$ cat config.mk
export PLATFORM = sky130hd
export DESIGN_NAME = fpp_host
export DESIGN_NICKNAME = d
export VERILOG_FILES = /design/src/rtl/fpp_pkg.sv /design/src/rtl/fpp_fifo.sv /design/src/rtl/fpp_host.sv
export SDC_FILE = /design/constraint.sdc
export NUM_CORES = 1
export LEC_CHECK = 0
export BUFFER_PORTS_ARGS = -buffer_cell sky130_fd_sc_hd__buf_4
export CORE_ASPECT_RATIO = 1.75
export CORE_MARGIN = 2
export CORE_UTILIZATION = 50
export DETAILED_ROUTE_END_ITERATION = 10
export PLACE_DENSITY = 0.68
export SYNTH_ARGS = -nofsm -noshare
export SYNTH_HDL_FRONTEND = slang
export SYNTH_SLANG_ARGS = --single-unit
$ cat constraint.sdc
create_clock -name clock -period 5.15 [get_ports clock]
set_input_delay 0.7725 -clock clock [delete_from_list [all_inputs] [get_ports clock]]
set_output_delay 0.7725 -clock clock [all_outputs]
set_load 0.01 [all_outputs]
$ cat src/rtl/fpp_pkg.sv
// Purpose: Shared constants and types for the flash page program host
// Assumes: 10 MHz clock, 32K x 8 parallel flash with 64-byte pages
// Notes:   Protection and ID code sequences are parameters with plain defaults
package fpp_pkg;
  localparam int ClockHz        = 10_000_000;
  localparam int AddrW          = 15;
  localparam int DataW          = 8;
  localparam int PageBytes      = 64;
  localparam int PageLsb        = 6;
  localparam int CodeLen        = 3;
  // Byte load window in microseconds; the host aims well inside it
  localparam int ByteLoadUs     = 150;
  localparam int ByteLoadCyc    = (ByteLoadUs * (ClockHz / 1_000_000));
  // Write strobe low and high widths in ns (90 low, 100 high)
  localparam int WeLowNs        = 90;
  localparam int WeHighNs       = 100;
  localparam int WeLowCyc       = (WeLowNs * (ClockHz / 1_000_000) + 999) / 1000;
  localparam int WeHighCyc      = (WeHighNs * (ClockHz / 1_000_000) + 999) / 1000;
  // Output enable high pulse between toggle reads
  localparam int OeHighNs       = 150;
  localparam int OeHighCyc      = (OeHighNs * (ClockHz / 1_000_000) + 999) / 1000;
  // Read access wait before sampling
  localparam int ReadNs         = 150;
  localparam int ReadCyc        = (ReadNs * (ClockHz / 1_000_000) + 999) / 1000;
  localparam int TimerW         = 12;

  typedef enum logic [2:0] {
    FPP_CMD_PROGRAM  = 3'h0,
    FPP_CMD_PROT_ON  = 3'h1,
    FPP_CMD_PROT_OFF = 3'h2,
    FPP_CMD_ID_ENTER = 3'h3,
    FPP_CMD_ID_EXIT  = 3'h4,
    FPP_CMD_READ     = 3'h5
  } fpp_cmd_t;
endpackage

$ cat src/rtl/fpp_fifo.sv
// Purpose: Flop based FIFO for page data between user and sequencer
// Assumes: Single clock, registered storage addressed by index
// Notes:   Full and empty are exact; reading and writing together is allowed
module fpp_fifo #(
  parameter int Width = 8,
  parameter int Depth = 8
) (
  // Clock and reset
  input  wire logic             clock,
  input  wire logic             reset_n,
  // Fill side
  input  wire logic             inValid,
  output logic                  inReady,
  input  wire logic [Width-1:0] inData,
  // Drain side
  output logic                  outValid,
  input  wire logic             outReady,
  output logic      [Width-1:0] outData
);
  localparam int PtrW = (Depth > 1) ? $clog2(Depth) : 1;

  // Refused at elaboration: fewer than two slots, or a width below one bit
  if (Depth < 2 || Width < 1) begin : gBadSize
    $error("fpp_fifo: unsupported size");
  end

  typedef struct packed {
    logic [Depth-1:0][Width-1:0] mem;
    logic [PtrW-1:0]             wrPtr;
    logic [PtrW-1:0]             rdPtr;
    logic [PtrW:0]               count;
  } fpp_fifo_t;

  fpp_fifo_t st_r;
  fpp_fifo_t st_nxt;
  logic      doWr;
  logic      doRd;

  function automatic logic [PtrW-1:0] bump(input logic [PtrW-1:0] p);
    bump = (p == PtrW'(Depth - 1)) ? '0 : p + 1'b1;
  endfunction

  assign inReady  = (st_r.count != (PtrW+1)'(Depth));
  assign outValid = (st_r.count != '0);
  assign outData  = st_r.mem[st_r.rdPtr];
  assign doWr     = inValid && inReady;
  assign doRd     = outValid && outReady;

  always_comb begin
    st_nxt = st_r;
    if (doWr) begin
      st_nxt.mem[st_r.wrPtr] = inData;
      st_nxt.wrPtr           = bump(st_r.wrPtr);
    end
    if (doRd) begin
      st_nxt.rdPtr = bump(st_r.rdPtr);
    end
    case ({doWr, doRd})
      2'b10:   st_nxt.count = st_r.count + 1'b1;
      2'b01:   st_nxt.count = st_r.count - 1'b1;
      default: st_nxt.count = st_r.count;
    endcase
  end

  always_ff @(posedge clock or negedge reset_n) begin
    if (!reset_n) begin
      st_r <= '0;
    end else begin
      st_r <= st_nxt;
    end
  end
endmodule

$ cat src/rtl/fpp_host.sv
// Purpose: Host sequencer driving a parallel page-programmed flash
// Assumes: Pins of the flash wired directly; 10 MHz clock; flash has no clock
// Notes:   One command at a time; data for a page arrives through a FIFO
// Notes on behaviour
// - Every byte of one page load presents the same page number bits.
// - Each byte load follows the previous within the byte load window only while the FIFO stays fed; an empty FIFO stalls it.
// - After a protection code, a full 64-byte page is loaded.
// - Toggle polling keeps one address; output enable toggles each read.
module fpp_host #(
  parameter int          FifoDepth = 8,
  parameter int          PollLimit = 200_000,
  parameter logic [14:0] CodeAddrA = 15'h5555,
  parameter logic [14:0] CodeAddrB = 15'h2aaa,
  parameter logic [7:0]  CodeDataA = 8'haa,
  parameter logic [7:0]  CodeDataB = 8'h55,
  // Third code bytes per command: arbitrary defaults
  parameter logic [7:0]  CodeProtOn  = 8'ha0,
  parameter logic [7:0]  CodeProtOff = 8'h20,
  parameter logic [7:0]  CodeIdEnter = 8'h90,
  parameter logic [7:0]  CodeIdExit  = 8'hf0
) (
  // Clock and reset
  input  wire logic                        clock,
  input  wire logic                        reset_n,
  // Command
  input  wire logic                        cmdValid,
  output logic                             cmdReady,
  input  wire fpp_pkg::fpp_cmd_t           cmdOp,
  input  wire logic [fpp_pkg::AddrW-1:0]   cmdAddr,
  input  wire logic [6:0]                  cmdCount,
  // Page data stream
  input  wire logic                        dataValid,
  output logic                             dataReady,
  input  wire logic [fpp_pkg::DataW-1:0]   dataIn,
  // Result
  output logic                             doneValid,
  output logic                             doneError,
  output logic [fpp_pkg::DataW-1:0]        readData,
  // Flash pins
  output logic                             chipSel_n,
  output logic                             outEn_n,
  output logic                             writeStb_n,
  output logic [fpp_pkg::AddrW-1:0]        flashAddr,
  output logic [fpp_pkg::DataW-1:0]        flashDataOut,
  output logic                             flashDataOe,
  input  wire logic [fpp_pkg::DataW-1:0]   flashDataIn
);
  localparam int TW = fpp_pkg::TimerW;
  // Read wait also covers the three pin flops
  localparam int SyncCyc = 3;

  if (FifoDepth < 2 || PollLimit < 1) begin : gBadParam
    $error("fpp_host: bad parameter");
  end

  typedef enum logic [3:0] {
    S_IDLE, S_CODE, S_WAIT, S_STB_LO, S_STB_HI, S_POLL_LO, S_POLL_HI, S_READ, S_DONE
  } fpp_state_t;

  typedef struct packed {
    fpp_state_t                  state;
    fpp_pkg::fpp_cmd_t           op;
    logic [1:0]                  codeIdx;
    logic [fpp_pkg::AddrW-1:0]   addr;
    logic [6:0]                  left;
    logic [TW-1:0]               timer;
    logic [31:0]                 polls;
    logic                        lastTgl;
    logic                        havePrev;
    logic                        inCode;
    logic                        cs_n;
    logic                        oe_n;
    logic                        we_n;
    logic [fpp_pkg::AddrW-1:0]   pinAddr;
    logic [fpp_pkg::DataW-1:0]   pinData;
    logic                        pinOe;
    logic                        done;
    logic                        err;
    logic [fpp_pkg::DataW-1:0]   rdData;
    logic [2:0][fpp_pkg::DataW-1:0] syncIn;
  } fpp_host_t;

  fpp_host_t                   st_r;
  fpp_host_t                   st_nxt;
  logic                        fifoValid;
  logic                        fifoPop;
  logic [fpp_pkg::DataW-1:0]   fifoData;
  logic [fpp_pkg::DataW-1:0]   pinSample;
  logic                        pinStable;

  fpp_fifo #(.Width(fpp_pkg::DataW), .Depth(FifoDepth)) u_fifo (
    .clock    (clock),
    .reset_n  (reset_n),
    .inValid  (dataValid),
    .inReady  (dataReady),
    .inData   (dataIn),
    .outValid (fifoValid),
    .outReady (fifoPop),
    .outData  (fifoData)
  );

  function automatic logic [7:0] thirdCode(input fpp_pkg::fpp_cmd_t op);
    case (op)
      fpp_pkg::FPP_CMD_PROT_ON:  thirdCode = CodeProtOn;
      fpp_pkg::FPP_CMD_PROT_OFF: thirdCode = CodeProtOff;
      fpp_pkg::FPP_CMD_ID_ENTER: thirdCode = CodeIdEnter;
      default:                   thirdCode = CodeIdExit;
    endcase
  endfunction

  function automatic logic [TW-1:0] cyc(input int n);
    cyc = TW'(n);
  endfunction

  // Later stages agree: first stage feeds only the second
  assign pinSample = st_r.syncIn[2];
  assign pinStable = (st_r.syncIn[1] == st_r.syncIn[2]);
  assign cmdReady  = (st_r.state == S_IDLE);
  // Byte leaves the FIFO as it is placed on the data pins, a cycle before the strobe falls
  assign fifoPop   = (st_r.state == S_WAIT) && !st_r.inCode && fifoValid;

  assign chipSel_n    = st_r.cs_n;
  assign outEn_n      = st_r.oe_n;
  assign writeStb_n   = st_r.we_n;
  assign flashAddr    = st_r.pinAddr;
  assign flashDataOut = st_r.pinData;
  assign flashDataOe  = st_r.pinOe;
  assign doneValid    = st_r.done;
  assign doneError    = st_r.err;
  assign readData     = st_r.rdData;

  always_comb begin
    st_nxt        = st_r;
    st_nxt.syncIn = {st_r.syncIn[1:0], flashDataIn};
    st_nxt.done   = 1'b0;
    if (st_r.timer != '0) st_nxt.timer = st_r.timer - 1'b1;
    case (st_r.state)
      S_IDLE: begin
        st_nxt.cs_n  = 1'b1;
        st_nxt.oe_n  = 1'b1;
        st_nxt.we_n  = 1'b1;
        st_nxt.pinOe = 1'b0;
        if (cmdValid) begin
          st_nxt.op       = cmdOp;
          st_nxt.addr     = cmdAddr;
          st_nxt.err      = 1'b0;
          st_nxt.codeIdx  = '0;
          st_nxt.havePrev = 1'b0;
          st_nxt.polls    = '0;
          // Protection codes are always followed by a full page
          if (cmdOp == fpp_pkg::FPP_CMD_PROT_ON || cmdOp == fpp_pkg::FPP_CMD_PROT_OFF) begin
            st_nxt.left = 7'(fpp_pkg::PageBytes);
          end else begin
            st_nxt.left = (cmdCount == '0) ? 7'h01 : cmdCount;
          end
          if (cmdOp == fpp_pkg::FPP_CMD_READ) begin
            st_nxt.cs_n    = 1'b0;
            st_nxt.oe_n    = 1'b0;
            st_nxt.pinAddr = cmdAddr;
            st_nxt.timer   = cyc(fpp_pkg::ReadCyc + SyncCyc);
            st_nxt.state   = S_READ;
          end else if (cmdOp == fpp_pkg::FPP_CMD_PROGRAM) begin
            st_nxt.inCode = 1'b0;
            st_nxt.state  = S_WAIT;
          end else begin
            st_nxt.inCode = 1'b1;
            st_nxt.state  = S_CODE;
          end
        end
      end
      S_CODE: begin
        case (st_r.codeIdx)
          2'h0: begin
            st_nxt.pinAddr = CodeAddrA;
            st_nxt.pinData = CodeDataA;
          end
          2'h1: begin
            st_nxt.pinAddr = CodeAddrB;
            st_nxt.pinData = CodeDataB;
          end
          default: begin
            st_nxt.pinAddr = CodeAddrA;
            st_nxt.pinData = thirdCode(st_r.op);
          end
        endcase
        st_nxt.state = S_STB_LO;
      end
      S_WAIT: begin
        // Stalls on an empty FIFO; keep it fed or the window lapses
        if (fifoValid) begin
          // Page number bits stay those of the command; only low bits step
          st_nxt.pinAddr = {st_r.addr[fpp_pkg::AddrW-1:fpp_pkg::PageLsb],
                            st_r.addr[fpp_pkg::PageLsb-1:0]};
          st_nxt.pinData = fifoData;
          st_nxt.state   = S_STB_LO;
        end
      end
      S_STB_LO: begin
        // Output enable held high before strobe goes low
        st_nxt.oe_n  = 1'b1;
        st_nxt.cs_n  = 1'b0;
        st_nxt.we_n  = 1'b0;
        st_nxt.pinOe = 1'b1;
        st_nxt.timer = cyc(fpp_pkg::WeLowCyc);
        st_nxt.state = S_STB_HI;
      end
      S_STB_HI: begin
        if (st_r.timer == '0) begin
          st_nxt.we_n  = 1'b1;
          st_nxt.cs_n  = 1'b1;
          st_nxt.timer = cyc(fpp_pkg::WeHighCyc);
          st_nxt.state = S_DONE;
        end
      end
      S_DONE: begin
        // Data released only after strobe has risen
        if (st_r.timer == '0) begin
          st_nxt.pinOe = 1'b0;
          if (st_r.inCode && st_r.codeIdx != 2'(fpp_pkg::CodeLen - 1)) begin
            st_nxt.codeIdx = st_r.codeIdx + 1'b1;
            st_nxt.state   = S_CODE;
          end else if (st_r.op == fpp_pkg::FPP_CMD_ID_ENTER ||
                       st_r.op == fpp_pkg::FPP_CMD_ID_EXIT) begin
            st_nxt.done  = 1'b1;
            st_nxt.state = S_IDLE;
          end else if (st_r.inCode || st_r.left != 7'h01) begin
            if (!st_r.inCode) begin
              st_nxt.left = st_r.left - 1'b1;
              st_nxt.addr = {st_r.addr[fpp_pkg::AddrW-1:fpp_pkg::PageLsb],
                             6'(st_r.addr[fpp_pkg::PageLsb-1:0] + 1'b1)};
            end
            st_nxt.inCode = 1'b0;
            st_nxt.state  = S_WAIT;
          end else begin
            // Protection change is only settled once this cycle ends
            st_nxt.state = S_POLL_LO;
          end
        end
      end
      S_POLL_LO: begin
        // Same address every read; each read is a fresh output enable pulse
        st_nxt.cs_n  = 1'b0;
        st_nxt.oe_n  = 1'b0;
        st_nxt.timer = cyc(fpp_pkg::ReadCyc + SyncCyc);
        st_nxt.state = S_POLL_HI;
      end
      S_POLL_HI: begin
        if (st_r.timer == '0 && pinStable) begin
          st_nxt.oe_n     = 1'b1;
          st_nxt.timer    = cyc(fpp_pkg::OeHighCyc);
          st_nxt.havePrev = 1'b1;
          st_nxt.lastTgl  = pinSample[6];
          st_nxt.polls    = st_r.polls + 1'b1;
          // Toggle level is meaningless; two equal toggle reads with bit 7 matching the written data end the wait
          if (st_r.havePrev && pinSample[6] == st_r.lastTgl &&
              pinSample[7] == st_r.pinData[7]) begin
            st_nxt.cs_n  = 1'b1;
            st_nxt.done  = 1'b1;
            st_nxt.state = S_IDLE;
          end else if (st_r.polls == 32'(PollLimit)) begin
            st_nxt.cs_n  = 1'b1;
            st_nxt.err   = 1'b1;
            st_nxt.done  = 1'b1;
            st_nxt.state = S_IDLE;
          end else begin
            st_nxt.state = S_READ;
          end
        end
      end
      S_READ: begin
        if (st_r.op == fpp_pkg::FPP_CMD_READ) begin
          // Maker or device code reads work the same way in ID mode
          if (st_r.timer == '0 && pinStable) begin
            st_nxt.rdData = pinSample;
            st_nxt.cs_n   = 1'b1;
            st_nxt.oe_n   = 1'b1;
            st_nxt.done   = 1'b1;
            st_nxt.state  = S_IDLE;
          end
        end else if (st_r.timer == '0) begin
          st_nxt.state = S_POLL_LO;
        end
      end
      default: st_nxt.state = S_IDLE;
    endcase
  end

  always_ff @(posedge clock or negedge reset_n) begin
    if (!reset_n) begin
      st_r       <= '0;
      st_r.state <= S_IDLE;
      st_r.cs_n  <= 1'b1;
      st_r.oe_n  <= 1'b1;
      st_r.we_n  <= 1'b1;
    end else begin
      st_r <= st_nxt;
    end
  end
endmodule

# Word-level counts from Yosys, hierarchy flattened
# Index checks and enable logic that the tools add are counted.
# totals
ff_bits	213
input_bits	45
output_inout_bits	39
elab_cells	218
# op_classes
add_sub_neg	9
n_lt_le_gt_ge	3
n_eq_ne	47
muxes	78
bitwise	1
n_reduce_logical	46
# ops
op	n
2-to-1 mux 75 bit	1
bitwise mux 64 bit	1
case mux 32 bit (2 select lines)	1
case mux 12 bit (5 select lines)	1
2-to-1 mux 13 bit	4
2-to-1 mux 4 bit	12
case mux 24 bit (2 select lines)	1
2-to-1 mux 46 bit	1
case mux 23 bit (2 select lines)	1
case mux 15 bit (3 select lines)	1
2-to-1 mux 12 bit	3
case mux 4 bit (9 select lines)	1
adder 32 x 1 -> 32 bit, second input constant	1
== test 32 x 18 -> 1 bit, second input constant	1
inequality test 2 bit, second input constant	16
2-to-1 mux 15 bit	2
binary-select mux 8 bit (select 3 bit)	1
demux 8 bit (select 3 bit)	1
2-to-1 mux 24 bit	1
case mux 8 bit (3 select lines)	1
2-to-1 mux 23 bit	1
AND reduction 7 bit	3
2-to-1 mux 2 bit	9
== test 4 x 3 -> 1 bit, second input constant	4
52 further kinds	115

# Logic depth before layout (Yosys ltp)
# Gate-level depths: netlist (run 1).
# depth
ltp_word	7
depth_mapped	12
mapped_depth_nobuf	11

# Cells and area by module
# Synthesis (run 1) repeated with hierarchy kept, for this count alone.
# unflattened
cells_unflattened	1098
area_unflattened_um2	11368.4
# by_module_without_submodules
module	n_inst	cells_per_inst	area_each_um2
fpp_host	1	868	7687.4
fpp_fifo	1	230	3681.0

# Least setup slack after synthesis (run 1)
# Ideal clock, no wire load.
# synth_timing
kind	reg-to-reg
start	register st_r[138] (netlist bit)
end	register u_fifo.st_r[3] (netlist bit)
t_arrival_ns	2.675
required_ns	5.025
setup_slack_ns	2.349
path_stages_with_launch	12
n_path_buf	1
synth_period_minus_slack_ns	2.801
cell_sequence	dfrtp_1 -> clkbuf_1 -> or2_0 -> or2_2 -> nor3_1 -> ha_1 -> ha_1 -> a21o_1 -> a21oi_1 -> xnor2_1 -> nor2_1 -> xor2_1
# synth_between
elab_chain_len	6
elab_cells_between_ends	8
# synth_lines
item	line_no	text
start: declaration	fpp_host.sv:83	fpp_host_t st_r;
start signal: assignment	fpp_host.sv:296	st_r <= st_nxt;
== test 4 x 2 -> 1 bit (*)	fpp_host.sv:120	assign fifoPop = (st_r.state == S_WAIT) && !st_r.inCode && fifoValid;
logical AND 1 bit (*) (2 in a row)	fpp_host.sv:120	
logical AND 1 bit (*)	fpp_fifo.sv:47	assign doRd = outValid && outReady;
net u_fifo.doRd	fpp_fifo.sv:37	logic doRd;
== test 2 x 1 -> 1 bit or == test 2 bit (tied branches)	fpp_fifo.sv:58	case ({doWr, doRd})
case mux 4 bit (2 select lines) or nonzero test 2 bit (tied branches)	-	
end signal: assignment	fpp_fifo.sv:69	st_r <= st_nxt;
end: declaration	fpp_fifo.sv:34	fpp_fifo_t st_r;
# The timed path passes the listed nets; every way through them passes the cells marked *.
# A chain may end at the register's enable or synchronous reset.

# Worst setup path in the final report (run 1)
# Ends and elaborated chain as after synthesis.

==> results.ini, run 1 <==
[cts]
insertion_delay_ns = 0.52
clock_tree.root_cell = clkbuf_16
ctsLongestPathBuffers = 3
cts_inserted_buffers = 21
cts_resized = 0
cts_tree = yes
cts-hold-fix-buffers = 0
clk_pin_slew_ns = 0.07
postCtsSetupBuffers = 0
htreeDepth = 1
cts_sinks = 213

[finish]
fillerInstances = 2022
seq_area_mm2 = 0.00534
fin_nets = 1204
design_area_mm2 = 0.0130
layout-drive-gt1-share = 0.222
multi_input_area_mm2 = 0.00556
syn_to_final_growth_pct = 13.1
diodes = 0

[global_route]
grt_max_degree = 110
antenna_found_initial = 0
grt_pass1_vias = 8823
grt_pass1_wl_um = 44700
grt_overflow_total = 0
grt_use_total = 0.226

[sta]
relSlewSlack = 0.225
max_freq_ghz = 0.282
finalHoldWorstSlack_ns = 0.346
hold_viol = 0
final-setup-viol-count = 0
drv_slew = 0
min_period_over_period = 0.689
rsz0062_at_grt = false
tightest_slew_ns = 1.16
post-route-min-period_ns = 3.55
skew_ns = 0.0198
setup_tns_ns = 0

[critical_path]
endpoint_kind = register
r2r_cells = 10
startpoint = st_r[138]
required_ns = 5.55
critical_path_class = reg2reg
reg2reg_to = u_fifo.st_r[3]
cp.arrival_ns = 3.95
reg2reg_from = st_r[138]
ff2ff_setup_slack_ns = 1.60
critPathMaxFanout = 20
start_kind = register

[power_and_ir_drop]
switching_power_w = 0.00274
swShare = 0.360
p_total_w = 0.00762
power_frac_seq = 0.365
clkPwrFrac = 0.246
p_per_area_mw_per_mm2 = 588
combinationalPowerShare = 0.389
p_leak_nw = 5.70
p_int_w = 0.00488
peakVddDrop_v = 0.000372

[routing]
finalWirelength_um = 27400
drc_errors = 0
viasPerCell = 6.01
firstDrtPassIters = 6
via_count = 8732
dr.first_iter.drc_count = 575
detail-route-antenna-nets = 0
avgRoutedWirePerCell_um = 18.8

[synth]
syn_inst = 1113
seq_area_frac_synth = 0.466
syn-cell-area_mm2 = 0.0115
dominantRegCellSynth = dfrtp_1
synth-edff-count = 0
synthTopCellsByCount = dfrtp_1, nand2_1, mux2_2
ys_top_cells_by_area = dfrtp_1, mux2_2, nand2_1
ys_types = 72
synth.largest_area_cell = dfrtp_1
ys_seq_elements = 213
synth_nets = 1177
ys_warn_count = 0
synth_area_per_cell_um2 = 10.3
netlist.area_leader.share = 0.459
async_flop_share = 1.00
synth.most_common_cell = dfrtp_1

[die]
row_count = 73
dieArea_mm2 = 0.0242
io_pins = 84
die_x_um = 118
initial_core_util = 0.506
core_area_mm2 = 0.0227
dieHeight_um = 204

[placed_design]
io_buffers = 83
place_hpwl_um = 18800
gp_congestion = 0.860
placed_area_mm2 = 0.0121

[worst_hold_path]
hold_class = reg2reg
min_to = st_nxt[16]
holdPathStages = 0
holdCritStartpoint = st_nxt[8]

[run]
cap_violations = 0

[run_status]
outcome = finished clean

[cell usage in the layout (no fill, tap or decap), types with 6 or more instances in the layout]
| master | n |
|---|---|
| or2_2 | 6 |
| buf_4 | 95 |
| dfrtp_1 | 209 |
| a211o_1 | 8 |
| nand2b_1 | 26 |
| nor2_1 | 64 |
| nand2_1 | 111 |
| clkbuf_16 | 21 |
| or4_1 | 10 |
| nand3_1 | 25 |
| a21oi_1 | 30 |
| o31ai_1 | 23 |
| nand4_1 | 23 |
| bufinv_16 | 8 |
| a21o_1 | 17 |
| o211ai_1 | 7 |
| ha_1 | 18 |
| o21ai_0 | 74 |
| mux2_2 | 83 |
| and3_1 | 12 |
| nor4_1 | 17 |
| o22ai_1 | 6 |
| nor3_1 | 35 |
| xnor2_1 | 21 |
| mux2i_1 | 16 |
| a22o_1 | 9 |
| nand3b_1 | 6 |
| o311ai_0 | 17 |
| a22oi_1 | 6 |
| inv_1 | 23 |
| or3_1 | 14 |
| a31oi_1 | 7 |
| mux4_2 | 16 |
[routing by layer]
layer | share of wire | up-vias | wire [um] | GRT usage
li1 | - | 4125 | - | -
met1 | 0.39 | 4324 | 10700 | 0.260
met2 | 0.53 | 207 | 14500 | 0.415
met3 | 0.041 | 76 | 1140 | 0.0326
met4 | 0.040 | 0 | 1100 | 0.102
met5 | 0 | - | 0 | 0
[how the worst max path moves through the flow]
stage                           endpoint  slack, ns  depth (start not counted)
after global routing      u_fifo.st_r[3]       1.38                         10
final                     u_fifo.st_r[3]       1.60                         10
after global placement    u_fifo.st_r[3]       1.71                         10
after CTS                 u_fifo.st_r[3]       1.62                         10
after detailed placement  u_fifo.st_r[3]       1.63                         10
after floorplan           u_fifo.st_r[3]       2.35                         11
[flip-flops by register name, summed over array words and instances, names as in the netlist]
| name | flops |
|---|---|
| pinSample | 8 |
| st_nxt | 16 |
| readData | 8 |
| flashDataOe | 1 |
| flashAddr | 15 |
| writeStb_n | 1 |
| outEn_n | 1 |
| flashDataOut | 8 |
| doneError | 1 |
| u_fifo.st_r | 74 |
| doneValid | 1 |
| st_r | 78 |
| chipSel_n | 1 |
[stage by stage]
stage	instances	utilization	setup WS [ns]
3_5_place_dp	1417	0.535	1.63
2_1_floorplan	1113	-	2.35
3_3_place_gp	1417	0.535	1.71
5_1_grt	1454	0.572	1.38
6_report	1454	0.572	1.60
4_1_cts	1454	0.572	1.62
[worst max-delay path: stages (launching register included)]
cell,delay (ns)
dfrtp_1,0.59
or2_0,0.59
or2_2,0.47
nor3_1,0.55
ha_1,0.32
ha_1,0.25
a21o_1,0.18
a21oi_1,0.17
xnor2_1,0.13
nor2_1,0.06
xor2_1,0.14
[power groups by stage]
| stage | Clock [W] | Sequential (W) | Combinational (W) |
|---|---|---|---|
| after floorplan | 0 | 0.00258 | 0.00241 |
| after global placement | 0 | 0.00277 | 0.00291 |
| after detailed placement | 0 | 0.00280 | 0.00296 |
| after CTS | 0.00191 | 0.00277 | 0.00298 |
| after global routing | 0.00197 | 0.00286 | 0.00328 |
| final | 0.00187 | 0.00278 | 0.00296 |
[kinds of logic after synthesis]
kind of cell             count (synthesis)  synth area share
AND/OR/NAND/NOR                        387             0.179
AO/OA/AOI/OAI                          236             0.138
flip-flops                             213             0.466
buffers and inverters                  118            0.0494
multiplexers                           115             0.127
XOR/XNOR                                25            0.0191
adder cells (fa/ha/maj)                 19            0.0214
[layout make-up]
class                   count  area share
inverters                  25     0.00724
flip-flops and latches    213       0.412
multi-input cells         782       0.429
repair buffers             97      0.0577
well taps                 300      0.0290
clock buffers              27      0.0454
clock inverters            10      0.0198
Power figures use the tool's default switching activity.
==> inputs of run 2 (changes only) <==
--- a/config.mk
+++ b/config.mk
@@ -10,7 +10,7 @@
 export CORE_MARGIN = 2
 export CORE_UTILIZATION = 50
 export DETAILED_ROUTE_END_ITERATION = 10
-export PLACE_DENSITY = 0.68
+export PLACE_DENSITY = 0.71
 export SYNTH_ARGS = -nofsm -noshare
 export SYNTH_HDL_FRONTEND = slang
 export SYNTH_SLANG_ARGS = --single-unit
==> constraint.sdc (replaced) <==
create_clock -name clock -period 2.9 [get_ports clock]
set_input_delay 0.435 -clock clock [delete_from_list [all_inputs] [get_ports clock]]
set_output_delay 0.435 -clock clock [all_outputs]
set_load 0.01 [all_outputs]
==> results.ini, run 2 (synthesized netlist as in run 1, its figures left out) <==
[routing]
via_count = 8889  ; was 8732
finalWirelength_um = 28400  ; was 27400 um
viasPerCell = 6.01  ; about the same
dr.first_iter.drc_count = 622  ; was 575
firstDrtPassIters = 5  ; was 6
drc_errors = 0  ; unchanged
avgRoutedWirePerCell_um = 19.2  ; was 18.8 um
detail-route-antenna-nets = 0  ; unchanged

[global_route]
grt_use_total = 0.236  ; was 0.226
grt_pass1_wl_um = 46100  ; was 44700 um
antenna_found_initial = 0  ; unchanged
grt_overflow_total = 0  ; unchanged
grt_max_degree = 90  ; was 110
grt_pass1_vias = 9010  ; was 8823

[die]
die_x_um = 118  ; unchanged
initial_core_util = 0.506  ; unchanged
io_pins = 84  ; unchanged
dieArea_mm2 = 0.0242  ; unchanged
core_area_mm2 = 0.0227  ; unchanged
row_count = 73  ; unchanged
dieHeight_um = 204  ; unchanged

[finish]
layout-drive-gt1-share = 0.237  ; was 0.222
fillerInstances = 1973  ; was 2022
mostFrequentLayoutCells = dfrtp_1, buf_4, nand2_1  ; was dfrtp_1, nand2_1, buf_4
diodes = 0  ; unchanged
seq_area_mm2 = 0.00534  ; unchanged
multi_input_area_mm2 = 0.00556  ; unchanged
fin_nets = 1230  ; was 1204
largest_reg_flops = 78  ; unchanged
syn_to_final_growth_pct = 13.7  ; was 13.1%
largest_register = st_r  ; unchanged
final_common_cell = dfrtp_1  ; unchanged

[critical_path]
cp.arrival_ns = 3.02  ; was 3.95 ns
critical_path_class = reg2reg  ; unchanged
path_cells = nor4_1, nor3_1, ha_1, ha_1, a21o_1, a21oi_1, xnor2_1, nor2_1, xor2_1  ; was or2_0, or2_2, nor3_1, ha_1, ha_1, a21o_1, a21oi_1, xnor2_1, nor2_1, xor2_1
crit_top_cell = ha_1  ; unchanged
critPathMaxFanout = 5  ; was 20
slowest_delay_ns = 0.66  ; was 0.59 ns
cp_slowest_cell = nor4_1  ; was dfrtp_1
start_kind = register  ; unchanged
path_buf_inv = 0  ; unchanged
required_ns = 3.31  ; was 5.55 ns
path_delay_family = simple AND/OR/NAND/NOR gates  ; unchanged
endpoint_kind = register  ; unchanged

[placed_design]
io_buffers = 83  ; unchanged
place_ws_ns = 0.324  ; was 1.63 ns
place_hpwl_um = 20100  ; was 18800 um
gp_congestion = 0.918  ; was 0.860

[cts]
cts_inserted_buffers = 21  ; unchanged
cts_sinks = 213  ; unchanged
ctsLongestPathBuffers = 3  ; unchanged
htreeDepth = 1  ; unchanged
clock_tree.root_cell = clkbuf_16  ; unchanged
cts_resized = 0  ; unchanged
cts-hold-fix-buffers = 0  ; unchanged
clk_pin_slew_ns = 0.07  ; about the same
insertion_delay_ns = 0.52  ; about the same
cts_tree = yes  ; unchanged
postCtsSetupBuffers = 0  ; unchanged

[run_status]
outcome = finished with violations  ; was finished clean
violations = hold timing

[sta]
final-setup-viol-count = 0  ; unchanged
max_freq_ghz = 0.383  ; was 0.282 GHz
min_period_over_period = 0.901  ; was 0.689
tightest_slew_ns = 1.19  ; was 1.16 ns
skew_ns = 0.0200  ; was 0.0198 ns
setup_tns_ns = 0  ; unchanged
hold_viol = 4  ; was 0
post-route-min-period_ns = 2.61  ; was 3.55 ns
drv_slew = 0  ; unchanged
relSlewSlack = 0.202  ; was 0.225
finalHoldWorstSlack_ns = -0.00808  ; was 0.346 ns
layout_setup_ws_ns = 0.287  ; was 1.60 ns
rsz0062_at_grt = false  ; unchanged

[power_and_ir_drop]
p_per_area_mw_per_mm2 = 1020  ; was 588 mW/mm2
peakVddDrop_v = 0.000756  ; was 0.000372 V
p_leak_nw = 5.77  ; was 5.70 nW

[run]
cap_violations = 0  ; unchanged

[worst_hold_path]
hold_class = in2async  ; was reg2reg

==> run 2: metal layers <==
metal | wire length [um] | track usage | share of wire
met1 | 10900 | 0.265 | 0.39
met2 | 15200 | 0.436 | 0.53
met3 | 928 | 0.0257 | 0.033
met4 | 1360 | 0.128 | 0.048
met5 | 0 | 0 | 0
==> run 2: final cells by class <==
class / instances / area share
well taps: 300 / 0.0288
repair buffers: 123 / 0.0733
multi-input cells: 782 / 0.427
clock buffers: 30 / 0.0468
clock inverters: 7 / 0.00730
inverters: 25 / 0.00721
flip-flops and latches: 213 / 0.410
==> run 2: where the power goes <==
part,switching (W),leakage [nW],internal (W)
Combinational,0.00296,2.74,0.00262
Clock,0.00115,0.344,0.00164
Sequential,0.000824,2.68,0.00403
==> run 2: final timing paths <==
check / startpoint / to / slack [ns] / depth (start not counted)
max: u_fifo.st_r[0] / u_fifo.st_r[3] / 0.29 / 9
min: reset_n / st_r[106] / -0.008 / 1
max reg2reg: u_fifo.st_r[0] / u_fifo.st_r[3] / 0.29 / 9
min reg2reg: st_nxt[12] / st_nxt[20] / 0.35 / 0
max in group asynchronous: reset_n / st_r[135] / 2.09 / 2
min in group clock: flashDataIn[4] / st_nxt[12] / 0.04 / 1
==> run 2: stage by stage <==
stage	utilization	power (W)	cell area [um2]	std cells	hold slack, ns
2_1_floorplan	-	0.00885	11500	1113	0.139
3_3_place_gp	0.544	0.0103	12300	1443	0.334
3_5_place_dp	0.544	0.0105	12300	1443	0.335
4_1_cts	0.575	0.0133	13000	1480	0.0168
5_1_grt	0.575	0.0141	13000	1480	0.0247
6_report	0.575	0.0132	13000	1480	-0.00808
